`src/hdl/scs_pkg.sv`:
```
// Package: constants, register map and bus carrier for the smart-card serial channel
package scs_pkg;

  // ****************************************
  // Register map (byte offsets on the plain port)
  // ****************************************
  localparam logic [2:0] SCS_MODE_OFS = 3'h0;
  localparam logic [2:0] SCS_BRG_OFS = 3'h1;
  localparam logic [2:0] SCS_CTL0_OFS = 3'h2;
  localparam logic [2:0] SCS_CTL1_OFS = 3'h3;
  localparam logic [2:0] SCS_TXBUF_OFS = 3'h4;
  localparam logic [2:0] SCS_RXBUF_OFS = 3'h5;
  localparam logic [2:0] SCS_STAT_OFS = 3'h6;

  // ****************************************
  // Field positions
  // ****************************************
  localparam int SCS_MODE_STOP2_BIT = 4;
  localparam int SCS_MODE_EVEN_BIT = 5;
  localparam int SCS_MODE_PAREN_BIT = 6;
  localparam int SCS_CTL0_CTSDIS_BIT = 4;
  localparam int SCS_CTL0_MSBF_BIT = 7;
  localparam int SCS_CTL1_TE_BIT = 0;
  localparam int SCS_CTL1_TBE_BIT = 1;
  localparam int SCS_CTL1_RE_BIT = 2;
  localparam int SCS_CTL1_TXSRC_BIT = 4;
  localparam int SCS_CTL1_INV_BIT = 6;
  localparam int SCS_CTL1_ERRSIG_BIT = 7;
  localparam int SCS_STAT_OVR_BIT = 0;
  localparam int SCS_STAT_FER_BIT = 1;
  localparam int SCS_STAT_PER_BIT = 2;
  localparam int SCS_STAT_TXERR_BIT = 4;
  localparam int SCS_STAT_TXIRQ_BIT = 5;
  localparam int SCS_STAT_RXIRQ_BIT = 6;

  // ****************************************
  // Reset values and encodings
  // ****************************************
  localparam logic [2:0] SCS_MODE_UART8 = 3'h5;
  localparam logic [7:0] SCS_MODE_RST = 8'h00;
  localparam logic [7:0] SCS_BRG_RST = 8'h00;
  localparam logic [7:0] SCS_CTL0_RST = 8'h00;
  localparam logic [7:0] SCS_CTL1_RST = 8'h00;
  localparam logic [1:0] SCS_SRC_DIV1 = 2'h0;
  localparam logic [1:0] SCS_SRC_DIV8 = 2'h1;
  localparam logic [2:0] SCS_DIV8_LAST = 3'h7;
  localparam logic [4:0] SCS_DIV32_LAST = 5'h1F;

  // ****************************************
  // Timing counts in oversampling ticks, and bit indices within a frame
  // ****************************************
  localparam logic [3:0] SCS_TICK_LAST = 4'hF;
  localparam logic [3:0] SCS_TICK_MID = 4'h7;
  localparam logic [3:0] SCS_TICK_HALF = 4'h7;
  localparam logic [4:0] SCS_ERR_TICKS = 5'h10;
  localparam logic [3:0] SCS_BIT_STOP_PAR = 4'hA;
  localparam logic [3:0] SCS_BIT_STOP_NOPAR = 4'h9;
  localparam logic [3:0] SCS_BIT_PARITY = 4'h9;

  // Register port request
  typedef struct packed {
    logic [2:0] addr;
    logic [7:0] wdata;
    logic wr;
    logic rd;
  } scs_bus_req_t;

endpackage

```
`src/hdl/scs_sync.sv`:
```
// Two-stage synchroniser for one asynchronous level
`timescale 1ns/10ps
module scs_sync #(
  parameter logic RST_VAL = 1'b1
) (
  input wire logic clk_sys,
  input wire logic resetn,
  input wire logic async_in,
  output logic sync_out
);

  logic meta_q;

  // First stage feeds only the second stage
  always_ff @(posedge clk_sys or negedge resetn) begin
    if (!resetn) begin
      meta_q <= RST_VAL;
      sync_out <= RST_VAL;
    end else begin
      meta_q <= async_in;
      sync_out <= meta_q;
    end
  end

endmodule

```
`src/hdl/scs_uart.sv`:
```
// Smart-card asynchronous serial channel: register port, baud generator, transmitter, receiver
//
// The address-and-strobe port and the address map are this design's own decisions.
`timescale 1ns/10ps
module scs_uart
  import scs_pkg::*;
(
  input wire logic clk_sys,
  input wire logic resetn,
  input wire scs_bus_req_t bus_req,
  output logic [7:0] bus_rdata,
  input wire logic serial_in_pin,
  output logic serial_out_pin,
  output logic tx_irq,
  output logic rx_irq
);

  typedef enum logic [1:0] {SCS_TX_IDLE, SCS_TX_SHIFT, SCS_TX_TAIL} scs_tx_st_t;
  typedef enum logic {SCS_RX_IDLE, SCS_RX_SHIFT} scs_rx_st_t;

  logic [7:0] mode_q, brg_q, ctl0_q, ctl1_q;
  logic [1:0] src_sel_q;
  logic [7:0] tx_buf_q, rx_buf_q, rx_sh_q;
  logic tbe_q, rx_full_q, ovr_q, fer_q, per_q, tx_err_q;
  logic tx_irq_q, rx_irq_q;
  logic [4:0] pre_cnt_q;
  logic [7:0] brg_cnt_q;
  logic pre_en, tick;
  logic rx_s;
  scs_tx_st_t tx_st_q;
  scs_rx_st_t rx_st_q;
  logic [10:0] tx_frame_q;
  logic [3:0] tx_bit_q, tx_ph_q, rx_bit_q, rx_ph_q;
  logic tx_line_q, rx_perr_q, err_act_q;
  logic [4:0] err_cnt_q;
  logic chan_on, tx_en, rx_en, par_en, par_even, msb_first, inv, errsig;
  logic tx_load, tx_done, rx_done, rx_fer_now, tx_busy, rx_busy, tx_in_tail;
  logic [3:0] last_bit;
  logic [7:0] tx_data_ord;
  logic stat_wr;

  // ****************************************
  // Configuration decode
  // ****************************************
  assign chan_on = (mode_q[2:0] == SCS_MODE_UART8);
  assign par_en = mode_q[SCS_MODE_PAREN_BIT];
  assign par_even = mode_q[SCS_MODE_EVEN_BIT];
  assign msb_first = ctl0_q[SCS_CTL0_MSBF_BIT];
  assign inv = ctl1_q[SCS_CTL1_INV_BIT];
  assign errsig = ctl1_q[SCS_CTL1_ERRSIG_BIT];
  assign tx_en = chan_on && ctl1_q[SCS_CTL1_TE_BIT];
  assign rx_en = chan_on && ctl1_q[SCS_CTL1_RE_BIT];
  // One stop bit always; the stop-count bit is stored but never lengthens a frame
  assign last_bit = par_en ? SCS_BIT_STOP_PAR : SCS_BIT_STOP_NOPAR;
  assign stat_wr = bus_req.wr && (bus_req.addr == SCS_STAT_OFS);

  // Input pin reaches logic only through two flops
  scs_sync #(.RST_VAL(1'b1)) u_rx_sync (
    .clk_sys(clk_sys),
    .resetn(resetn),
    .async_in(serial_in_pin),
    .sync_out(rx_s)
  );

  // ****************************************
  // Register port
  // ****************************************
  // Configuration writes; transfer clock is always internal, so no external clock path exists
  always_ff @(posedge clk_sys or negedge resetn) begin
    if (!resetn) begin
      mode_q <= SCS_MODE_RST;
      brg_q <= SCS_BRG_RST;
      ctl0_q <= SCS_CTL0_RST;
      ctl1_q <= SCS_CTL1_RST;
    end else if (bus_req.wr) begin
      unique case (bus_req.addr)
        SCS_MODE_OFS: mode_q <= bus_req.wdata;
        SCS_BRG_OFS: brg_q <= bus_req.wdata;
        SCS_CTL0_OFS: ctl0_q <= bus_req.wdata;
        SCS_CTL1_OFS: ctl1_q <= bus_req.wdata;
        default: ;
      endcase
    end
  end

  // Prescaler select rides in the low bits of control 0
  assign src_sel_q = ctl0_q[1:0];

  // Read data registered, valid the cycle after the strobe; unmapped reads zero
  always_ff @(posedge clk_sys or negedge resetn) begin
    if (!resetn) begin
      bus_rdata <= 8'h00;
    end else if (bus_req.rd) begin
      unique case (bus_req.addr)
        SCS_MODE_OFS: bus_rdata <= mode_q;
        SCS_BRG_OFS: bus_rdata <= brg_q;
        SCS_CTL0_OFS: bus_rdata <= ctl0_q;
        SCS_CTL1_OFS: bus_rdata <= {ctl1_q[7:2], tbe_q, ctl1_q[0]};
        SCS_RXBUF_OFS: bus_rdata <= inv ? ~rx_buf_q : rx_buf_q;
        SCS_STAT_OFS: bus_rdata <= {rx_s, rx_irq_q, tx_irq_q, tx_err_q,
                                    (ovr_q | fer_q | per_q), per_q, fer_q, ovr_q};
        default: bus_rdata <= 8'h00;
      endcase
    end else begin
      bus_rdata <= 8'h00;
    end
  end

  // Transmit buffer; inversion is applied as the byte is written
  always_ff @(posedge clk_sys or negedge resetn) begin
    if (!resetn) begin
      tx_buf_q <= 8'h00;
      tbe_q <= 1'b1;
    end else if (bus_req.wr && bus_req.addr == SCS_TXBUF_OFS) begin
      tx_buf_q <= inv ? ~bus_req.wdata : bus_req.wdata;
      tbe_q <= 1'b0;
    end else if (tx_load) begin
      tbe_q <= 1'b1;
    end
  end

  // ****************************************
  // Baud generator
  // ****************************************
  // Prescaled source as an enable: every clock, every 8th or every 32nd
  always_ff @(posedge clk_sys or negedge resetn) begin
    if (!resetn) begin
      pre_cnt_q <= 5'h00;
    end else begin
      pre_cnt_q <= pre_cnt_q + 5'h01;
    end
  end

  always_comb begin
    if (src_sel_q == SCS_SRC_DIV1) begin
      pre_en = 1'b1;
    end else if (src_sel_q == SCS_SRC_DIV8) begin
      pre_en = (pre_cnt_q[2:0] == SCS_DIV8_LAST);
    end else begin
      pre_en = (pre_cnt_q == SCS_DIV32_LAST);
    end
  end

  // Divide by n+1 gives the 16x tick; sixteen ticks make one bit
  always_ff @(posedge clk_sys or negedge resetn) begin
    if (!resetn) begin
      brg_cnt_q <= 8'h00;
    end else if (pre_en) begin
      brg_cnt_q <= (brg_cnt_q == 8'h00) ? brg_q : brg_cnt_q - 8'h01;
    end
  end
  assign tick = pre_en && (brg_cnt_q == 8'h00);

  // ****************************************
  // Transmitter
  // ****************************************
  assign tx_load = (tx_st_q == SCS_TX_IDLE) && tx_en && !tbe_q;
  // Bit reversal written out, so no streaming operator sits inside the select
  assign tx_data_ord = msb_first ? {tx_buf_q[0], tx_buf_q[1], tx_buf_q[2], tx_buf_q[3],
                                    tx_buf_q[4], tx_buf_q[5], tx_buf_q[6], tx_buf_q[7]} : tx_buf_q;
  assign tx_busy = (tx_st_q != SCS_TX_IDLE);
  assign tx_in_tail = (tx_st_q == SCS_TX_TAIL);
  // Completion at end of stop bit, or half a bit later when error signalling is on
  assign tx_done = tick && (((tx_st_q == SCS_TX_SHIFT) && (tx_bit_q == last_bit) &&
                   (tx_ph_q == SCS_TICK_LAST) && !errsig) ||
                   (tx_in_tail && (tx_ph_q == SCS_TICK_HALF)));

  // Frame is stop, parity, data, start shifted out LSB first
  always_ff @(posedge clk_sys or negedge resetn) begin
    if (!resetn) begin
      tx_st_q <= SCS_TX_IDLE;
      tx_frame_q <= 11'h7FF;
      tx_bit_q <= 4'h0;
      tx_ph_q <= 4'h0;
    end else begin
      unique case (tx_st_q)
        SCS_TX_IDLE: begin
          if (tx_load) begin
            tx_st_q <= SCS_TX_SHIFT;
            tx_frame_q <= {1'b1, (par_even ? ^tx_buf_q : ~^tx_buf_q), tx_data_ord, 1'b0};
            tx_bit_q <= 4'h0;
            tx_ph_q <= 4'h0;
          end
        end
        SCS_TX_SHIFT: begin
          if (tick) begin
            tx_ph_q <= tx_ph_q + 4'h1;
            if (tx_ph_q == SCS_TICK_LAST) begin
              if (tx_bit_q == last_bit) begin
                tx_st_q <= errsig ? SCS_TX_TAIL : SCS_TX_IDLE;
              end else begin
                tx_bit_q <= tx_bit_q + 4'h1;
                tx_frame_q <= {1'b1, tx_frame_q[10:1]};
              end
            end
          end
        end
        SCS_TX_TAIL: begin
          if (tick) begin
            tx_ph_q <= tx_ph_q + 4'h1;
            if (tx_ph_q == SCS_TICK_HALF) begin
              tx_st_q <= SCS_TX_IDLE;
            end
          end
        end
        default: tx_st_q <= SCS_TX_IDLE;
      endcase
    end
  end

  // Line high whenever idle or in the tail; the tail leaves the card room to answer
  assign tx_line_q = (tx_st_q == SCS_TX_SHIFT) ? tx_frame_q[0] : 1'b1;

  // ****************************************
  // Receiver
  // ****************************************
  // Start is refused while our own error pulse holds the shared line low
  assign rx_busy = (rx_st_q == SCS_RX_SHIFT);
  assign rx_done = rx_busy && tick && (rx_ph_q == SCS_TICK_MID) && (rx_bit_q == last_bit);
  assign rx_fer_now = rx_done && !rx_s && !err_act_q;

  // Mid-bit sampling at tick 7; every character is kept, MSB is not inspected
  always_ff @(posedge clk_sys or negedge resetn) begin
    if (!resetn) begin
      rx_st_q <= SCS_RX_IDLE;
      rx_sh_q <= 8'h00;
      rx_bit_q <= 4'h0;
      rx_ph_q <= 4'h0;
      rx_perr_q <= 1'b0;
    end else begin
      unique case (rx_st_q)
        SCS_RX_IDLE: begin
          if (rx_en && !rx_s && !err_act_q) begin
            rx_st_q <= SCS_RX_SHIFT;
            rx_bit_q <= 4'h0;
            rx_ph_q <= 4'h0;
            rx_perr_q <= 1'b0;
          end
        end
        SCS_RX_SHIFT: begin
          if (tick) begin
            rx_ph_q <= rx_ph_q + 4'h1;
            if (rx_ph_q == SCS_TICK_MID) begin
              if (rx_bit_q == 4'h0 && rx_s) begin
                rx_st_q <= SCS_RX_IDLE; // Glitch, not a start bit
              end else if (rx_bit_q == last_bit) begin
                rx_st_q <= SCS_RX_IDLE;
              end else if (par_en && rx_bit_q == SCS_BIT_PARITY) begin
                rx_perr_q <= (^{rx_sh_q, rx_s}) ^ ~par_even;
              end else if (rx_bit_q != 4'h0) begin
                rx_sh_q <= msb_first ? {rx_sh_q[6:0], rx_s} : {rx_s, rx_sh_q[7:1]};
              end
            end
            if (rx_ph_q == SCS_TICK_LAST) begin
              rx_bit_q <= rx_bit_q + 4'h1;
            end
          end
        end
      endcase
    end
  end

  // Receive buffer and full flag; a read of the buffer empties it
  always_ff @(posedge clk_sys or negedge resetn) begin
    if (!resetn) begin
      rx_buf_q <= 8'h00;
      rx_full_q <= 1'b0;
    end else if (rx_done) begin
      rx_buf_q <= rx_sh_q;
      rx_full_q <= 1'b1;
    end else if (bus_req.rd && bus_req.addr == SCS_RXBUF_OFS) begin
      rx_full_q <= 1'b0;
    end
  end

  // Error pulse: from the stop-bit slot for one bit period, then line released
  always_ff @(posedge clk_sys or negedge resetn) begin
    if (!resetn) begin
      err_act_q <= 1'b0;
      err_cnt_q <= 5'h00;
    end else if (rx_busy && tick && rx_ph_q == SCS_TICK_LAST && par_en &&
                 rx_bit_q == SCS_BIT_PARITY && rx_perr_q && errsig) begin
      err_act_q <= 1'b1;
      err_cnt_q <= SCS_ERR_TICKS;
    end else if (err_act_q && tick) begin
      err_cnt_q <= err_cnt_q - 5'h01;
      if (err_cnt_q == 5'h01) begin
        err_act_q <= 1'b0;
      end
    end
  end

  // Output pin registered so it never glitches on the shared line
  always_ff @(posedge clk_sys or negedge resetn) begin
    if (!resetn) begin
      serial_out_pin <= 1'b1;
    end else begin
      serial_out_pin <= tx_line_q && !err_act_q;
    end
  end

  // ****************************************
  // Flags and requests (set wins over write-one-to-clear)
  // ****************************************
  always_ff @(posedge clk_sys or negedge resetn) begin
    if (!resetn) begin
      ovr_q <= 1'b0;
      fer_q <= 1'b0;
      per_q <= 1'b0;
      tx_err_q <= 1'b0;
      tx_irq_q <= 1'b0;
      rx_irq_q <= 1'b0;
    end else begin
      ovr_q <= (rx_done && rx_full_q) || (ovr_q && !(stat_wr && bus_req.wdata[SCS_STAT_OVR_BIT]));
      fer_q <= rx_fer_now || (fer_q && !(stat_wr && bus_req.wdata[SCS_STAT_FER_BIT]));
      per_q <= (rx_done && rx_perr_q) || (per_q && !(stat_wr && bus_req.wdata[SCS_STAT_PER_BIT]));
      // Card reports a parity error by holding our input low at completion
      tx_err_q <= (tx_done && !rx_s) || (tx_err_q && !(stat_wr && bus_req.wdata[SCS_STAT_TXERR_BIT]));
      tx_irq_q <= tx_done || (tx_irq_q && !(stat_wr && bus_req.wdata[SCS_STAT_TXIRQ_BIT]));
      // Overrun does not touch the receive request
      rx_irq_q <= (rx_done && !rx_full_q) ||
                  (rx_irq_q && !(stat_wr && bus_req.wdata[SCS_STAT_RXIRQ_BIT]));
    end
  end

  assign tx_irq = tx_irq_q;
  assign rx_irq = rx_irq_q;
endmodule

```
`config.mk`:
```
export PLATFORM = sky130hd
export DESIGN_NAME = scs_uart
export DESIGN_NICKNAME = d
export VERILOG_FILES = /design/src/hdl/scs_pkg.sv /design/src/hdl/scs_sync.sv /design/src/hdl/scs_uart.sv
export SDC_FILE = /design/constraint.sdc
export NUM_CORES = 1
export LEC_CHECK = 0
export BUFFER_PORTS_ARGS = -buffer_cell sky130_fd_sc_hd__buf_4
export CORE_MARGIN = 2
export CORE_UTILIZATION = 60
export CTS_CLUSTER_DIAMETER = 50
export DETAILED_ROUTE_END_ITERATION = 7
export GPL_TIMING_DRIVEN = 0
export PLACE_DENSITY = 0.85
export REMOVE_ABC_BUFFERS = 1
export SYNTH_ARGS = -nofsm -noshare
export SYNTH_HDL_FRONTEND = slang
export SYNTH_SLANG_ARGS = --single-unit
export TNS_END_PERCENT = 20
```
`constraint.sdc`:
```
create_clock -name clk_sys -period 6 [get_ports clk_sys]
set_input_delay 0 -clock clk_sys [delete_from_list [all_inputs] [get_ports clk_sys]]
set_output_delay 0 -clock clk_sys [all_outputs]
set_load 0.05 [all_outputs]
```
* Yosys cells after proc, flatten, opt, wreduce, memory -nomap -nowiden
Index checks and enable logic that the tools add are counted.
Word-level totals: flip-flop bits (word level) 125, input bits 16, output and inout port bits 11, word-level logic and storage cells 234
Operators by class: add/subtract/negate cells 7, equality and inequality tests 35, muxes and demuxes 60, bitwise gates (word level) 10, reduce and logical (&&, ||, !) cells 91
Operators with widths (number):
- 8-bit two-way mux | 6
- 8-bit case mux with 6 select lines | 1
- 1-bit logical AND | 45
- 11-bit two-way mux | 4
- 4-bit two-way mux | 9
- 4-bit case mux with 2 select lines | 4
- 1-bit two-way mux | 22
- 11-bit case mux with 2 select lines | 1
- 2-bit != test, second input constant | 10
- 4-bit by 1-bit adder with 4-bit output, second input constant | 4
- 2-bit two-way mux | 8
- 8-bit NOT | 2
- 3-bit == test, second input constant | 5
- 4-bit == test, second input constant | 3
- 2-bit AND reduction | 6
- 6-bit AND reduction | 2
- 2-bit nonzero test | 6
- 1-bit zero test | 11
- 5-bit two-way mux | 2
- 2-bit by 1-bit != test with 1-bit output, second input constant | 5
- 9-bit parity | 1
- 4-bit by 3-bit == test with 1-bit output, second input constant | 2
- 4-bit == test | 2
- 8-bit zero test | 1
- other kinds (25) | 41

* Logic depth before layout (Yosys ltp)
word-level depth 12, mapped depth 9, gate-level depth less buffers 8

* By module
From an unflattened synthesis, not the netlist that was laid out.
Second synthesis, totals: cell total of the unflattened synthesis 584, area, all modules 6398.6 um^2
Modules (own cells, without submodules):
- scs_uart | times used 1, cells each 582, area an instance 6346.1 um^2, sequential area each 3042.9 um^2
- scs_sync | times used 1, cells each 2, area an instance 52.6 um^2, sequential area each 52.6 um^2

* Least setup slack after synthesis
OpenSTA, ideal clock, no wires.
path type register -> register, start point register brg_cnt_q[0], end point register rx_sh_q[0], library setup time 0.125 ns, arrival time 2.248 ns, data required time 5.875 ns, setup slack 3.627 ns, stages on the path, launching flop included 8, path buffers 0, clock period less this slack 2.373 ns, cell sequence dfrtp_1 > inv_1 > ha_1 > and4bb_2 > nand4_2 > or3_4 > nor3_4 > mux2_2
On the way: word-level cells in the longest chain between the ends 3
RTL lines:
- start, declared | RTL line scs_uart.sv:27 | logic [7:0] brg_cnt_q;
- start signal, assigned | RTL line scs_uart.sv:149 | brg_cnt_q <= (brg_cnt_q == 8'h00) ? brg_q : brg_cnt_q - 8'h01;
- 8-bit zero test | RTL line scs_uart.sv:152 | assign tick = pre_en && (brg_cnt_q == 8'h00);
- 1-bit logical AND | RTL line scs_uart.sv:152
- 7-bit AND reduction (no line)
- end signal, assigned | RTL line scs_uart.sv:251 | rx_sh_q <= msb_first ? {rx_sh_q[6:0], rx_s} : {rx_s, rx_sh_q[7:1]};
- end, declared | RTL line scs_uart.sv:23 | logic [7:0] tx_buf_q, rx_buf_q, rx_sh_q;
No other way between the ends. A chain may end at the register's enable or synchronous reset.

* Worst setup path in the final report
start point register brg_cnt_q[0], end point register rx_buf_q[4]
On the way: word-level cells in the longest chain between the ends 5
RTL lines:
- 8-bit zero test | RTL line scs_uart.sv:152
- 1-bit logical AND | RTL line scs_uart.sv:152
- 1-bit logical AND (3 in a row) | RTL line scs_uart.sv:219 | assign rx_done = rx_busy && tick && (rx_ph_q == SCS_TICK_MID) && (rx_bit_q == last_bit);
- end signal, assigned | RTL line scs_uart.sv:269 | rx_buf_q <= rx_sh_q;
- end, declared | RTL line scs_uart.sv:23
No other way between the ends.

==> summary.md <==
| Metric | Value |
|---|---|
| Status | `completed` |
| First-pass GRT wire length | `24.96 mm` |
| Final worst setup slack | `2176 ps` |
| Pre-CTS setup slack | `2221 ps` |
| Number of global-route vias before repair | `4947` |
| CP Launch Type | `flop` |
| Fin. Hold Viols | `0` |
| Leakage | `3.231 nW` |
| Area after DPL | `0.006805 sq mm` |
| Met3 Track Usage GR | `5.244%` |
| Distinct cells, synth | `65` |
| Arr. time, crit path | `4230 ps` |
| Layout cells sized above 1 | `24.73%` |
| Slew Limit Fails | `0` |
| Worst-path clk slew | `60 ps` |
| Cts repair resizes | `0` |
| DRC | `0` |
| Synthesized instance count | `590` |
| Layout Nets | `661` |
| Largest vdd supply drop | `298.0 uV` |
| Final ANT Viol Nets | `0` |
| Placer Congestion | `0.8727` |
| Bufs on Longest Clock Path | `2` |
| Pwr dens | `396.3 mW/mm^2` |
| DRT Pass-1 Iters | `5` |
| Met1 Usage GRT | `35.99%` |
| FF-to-FF End | `rx_buf_q[4]` |
| Worst slew pin tran | `1333 ps` |
| Final Total Pwr | `2.972 mW` |
| Busiest grt layer | `met2` |
| IO Pins | `27` |
| Total gr overflow | `0` |
| Initial antenna violation count | `0` |
| Syn avg cell area | `11.01 sq um` |
| Most frequent cells in the layout | `dfrtp_1, mux2_2, nand2_1, nor2_1, xnor2_1` |
| CP cell instances | `inv_1 -> ha_1 -> or3b_2 -> nor2_1 -> nand3_1 -> nor4_2 -> mux2_2` |
| Worst R2R Path Depth | `7` |
| Initial Utilization | `62.38%` |
| # clock sinks | `123` |
| Clk Latency, worst-skew pair | `530 ps` |
| Yosys Warn Count | `0` |
| Initial DRC Count | `510` |
| Sequential area share after synthesis | `47.64%` |
| RSZ-0062 raised after global routing | `false` |
| Finished Cell Area | `0.007498 sq mm` |
| Number of diodes | `0` |
| Slowest CP cell | `nor4_2` |
| Final total negative setup slack | `0 ps` |
| Max cap viols | `0` |
| Buf+Inv Stages, Crit Path | `1` |
| Synth Cell Area | `0.006497 sq mm` |
| Vert. Die Dim | `108.1 um` |
| Largest net degree at the start of global routing | `64` |
| Hold buffer count at cts | `14` |
| Crit-path max FO | `12` |
| H-Tree Depth | `4` |
| Skew final | `7.604 ps` |
| Drt total wl | `14.89 mm` |
| Fmax achieved | `261.5 MHz` |
| CTS tree | `yes` |
| Vias | `4880` |
| CP delay by family, top | `simple AND/OR/NAND/NOR gates` |
| Yosys reg bits | `123` |
| Worst reg2reg startpoint | `brg_cnt_q[0]` |
| Async S/R FF share, synth | `100.0%` |
| Synth-to-layout area growth | `15.41%` |
| Die Area | `0.01168 sq mm` |
| Core Rows | `37` |
| Wirelength per Cell | `19.11 um` |
| Post-CTS Setup Inserts | `0` |
| CP max stage delay | `1000 ps` |
| Crit share post-route | `63.73%` |
| Post-detail-place hpwl | `9.977 mm` |
| Hold WC Path Type | `in2async` |
| Max-Slew Margin vs Limit | `10.94%` |
| Core area | `0.01042 sq mm` |
| GRT met2 Usage | `45.87%` |
| Port bufs | `26` |
| Commonest non-fill, non-tap cell in the layout | `dfrtp_1` |
| Inserted Clock Buffers | `17` |
| Reg2Reg Setup Slack | `2180 ps` |
| Crit. End Element | `flop` |
| Die X-Extent | `108.1 um` |
| Layout Utilization | `71.99%` |
| Total GRT Usage | `27.96%` |
| Main flop type after synthesis | `dfrtp_1` |
| Vias per cell | `6.264` |
| Tmin final | `3824 ps` |
| Crit path kind | `reg2reg` |
| Post-synth EDFFs | `0` |
| Final setup vio count | `0` |
| Req. time, crit path | `6410 ps` |
| CTS root buf | `clkbuf_8` |
[Yosys cell counts, types with 6 or more instances]
library cell  count  area share [%]
dfrtp_1         109              42
mux2_2           68              12
nand2_1          48             2.8
nor2_1           34             2.0
xnor2_1          32             4.3
a21oi_1          30             2.3
o21ai_0          29             2.2
inv_1            18             1.0
clkbuf_1         17            0.98
nand3_1          17             1.3
nor3_1           17             1.3
mux2i_1          16             2.5
ha_1             15             2.9
dfstp_2          14             5.7
a22o_1           12             1.6
o31ai_1          10             1.2
xor2_1            9             1.2
nor2b_1           7            0.67
nor3b_1           6            0.69
[layout make-up]
type / instances / area [sq um]
multi-input cells: 427 / 3242
well taps: 136 / 170.2
flip-flops and latches: 123 / 3095
repair buffers: 42 / 374.1
inverters: 19 / 71.32
fillers: 706 / 2918
clock inverters: 8 / 95.09
clock buffers: 24 / 450.4
[how the worst max path moves through the flow]
stage / end / slack (ps) / depth (start not counted) / startpoint
after floorplan: rx_buf_q[0] / 2990 / 7 / brg_cnt_q[0]
after global placement: rx_buf_q[4] / 2330 / 7 / brg_cnt_q[0]
after detailed placement: rx_buf_q[2] / 2220 / 7 / brg_cnt_q[0]
after CTS: rx_buf_q[5] / 2180 / 7 / brg_cnt_q[0]
after global routing: rx_buf_q[4] / 1810 / 7 / brg_cnt_q[0]
final: rx_buf_q[4] / 2180 / 7 / brg_cnt_q[0]
[power by group]
| part | total [mW] | switching, mW | internal (mW) |
|---|---|---|---|
| combinational | 0.788 | 0.416 | 0.372 |
| clock | 0.960 | 0.361 | 0.599 |
| sequential | 1.22 | 0.204 | 1.02 |
| total | 2.97 | 0.982 | 1.99 |
[logic make-up after synthesis]
| family | Yosys count | synth area share, % |
|---|---|---|
| compound gates | 108 | 10.86 |
| xor+xnor | 41 | 5.527 |
| fa+ha+maj | 15 | 2.889 |
| buf+inv | 40 | 2.465 |
| flops | 123 | 47.64 |
| mux | 89 | 15.87 |
| simple gates | 174 | 14.75 |
[stage by stage]
stage               hold slack, ps  std cells
detailed placement           17.86        732
global placement             109.1        731
CTS                          11.53        778
finish                       21.77        779
global route                 50.60        779
floorplan                   -295.6        569
[routing by layer]
layer / part of all wire [%] / wire (um)
met5: 0 / 0
met2: 49 / 7331
met1: 43 / 6345
met4: 2.9 / 435
met3: 5.2 / 772
[state kept, by name (all words and copies together) (netlist names), 2 cells and up]
| signal | cells |
|---|---|
| mode_q | 8 |
| ctl1_q | 7 |
| pre_cnt_q | 5 |
| rx_buf_q | 8 |
| tx_bit_q | 4 |
| brg_cnt_q | 8 |
| tx_frame_q | 10 |
| rx_ph_q | 4 |
| bus_rdata | 8 |
| tx_buf_q | 8 |
| rx_bit_q | 4 |
| brg_q | 8 |
| err_cnt_q | 5 |
| tx_st_q | 2 |
| rx_sh_q | 8 |
| ctl0_q | 8 |
| tx_ph_q | 4 |
Note: power is estimated with default switching activity, not from simulation.
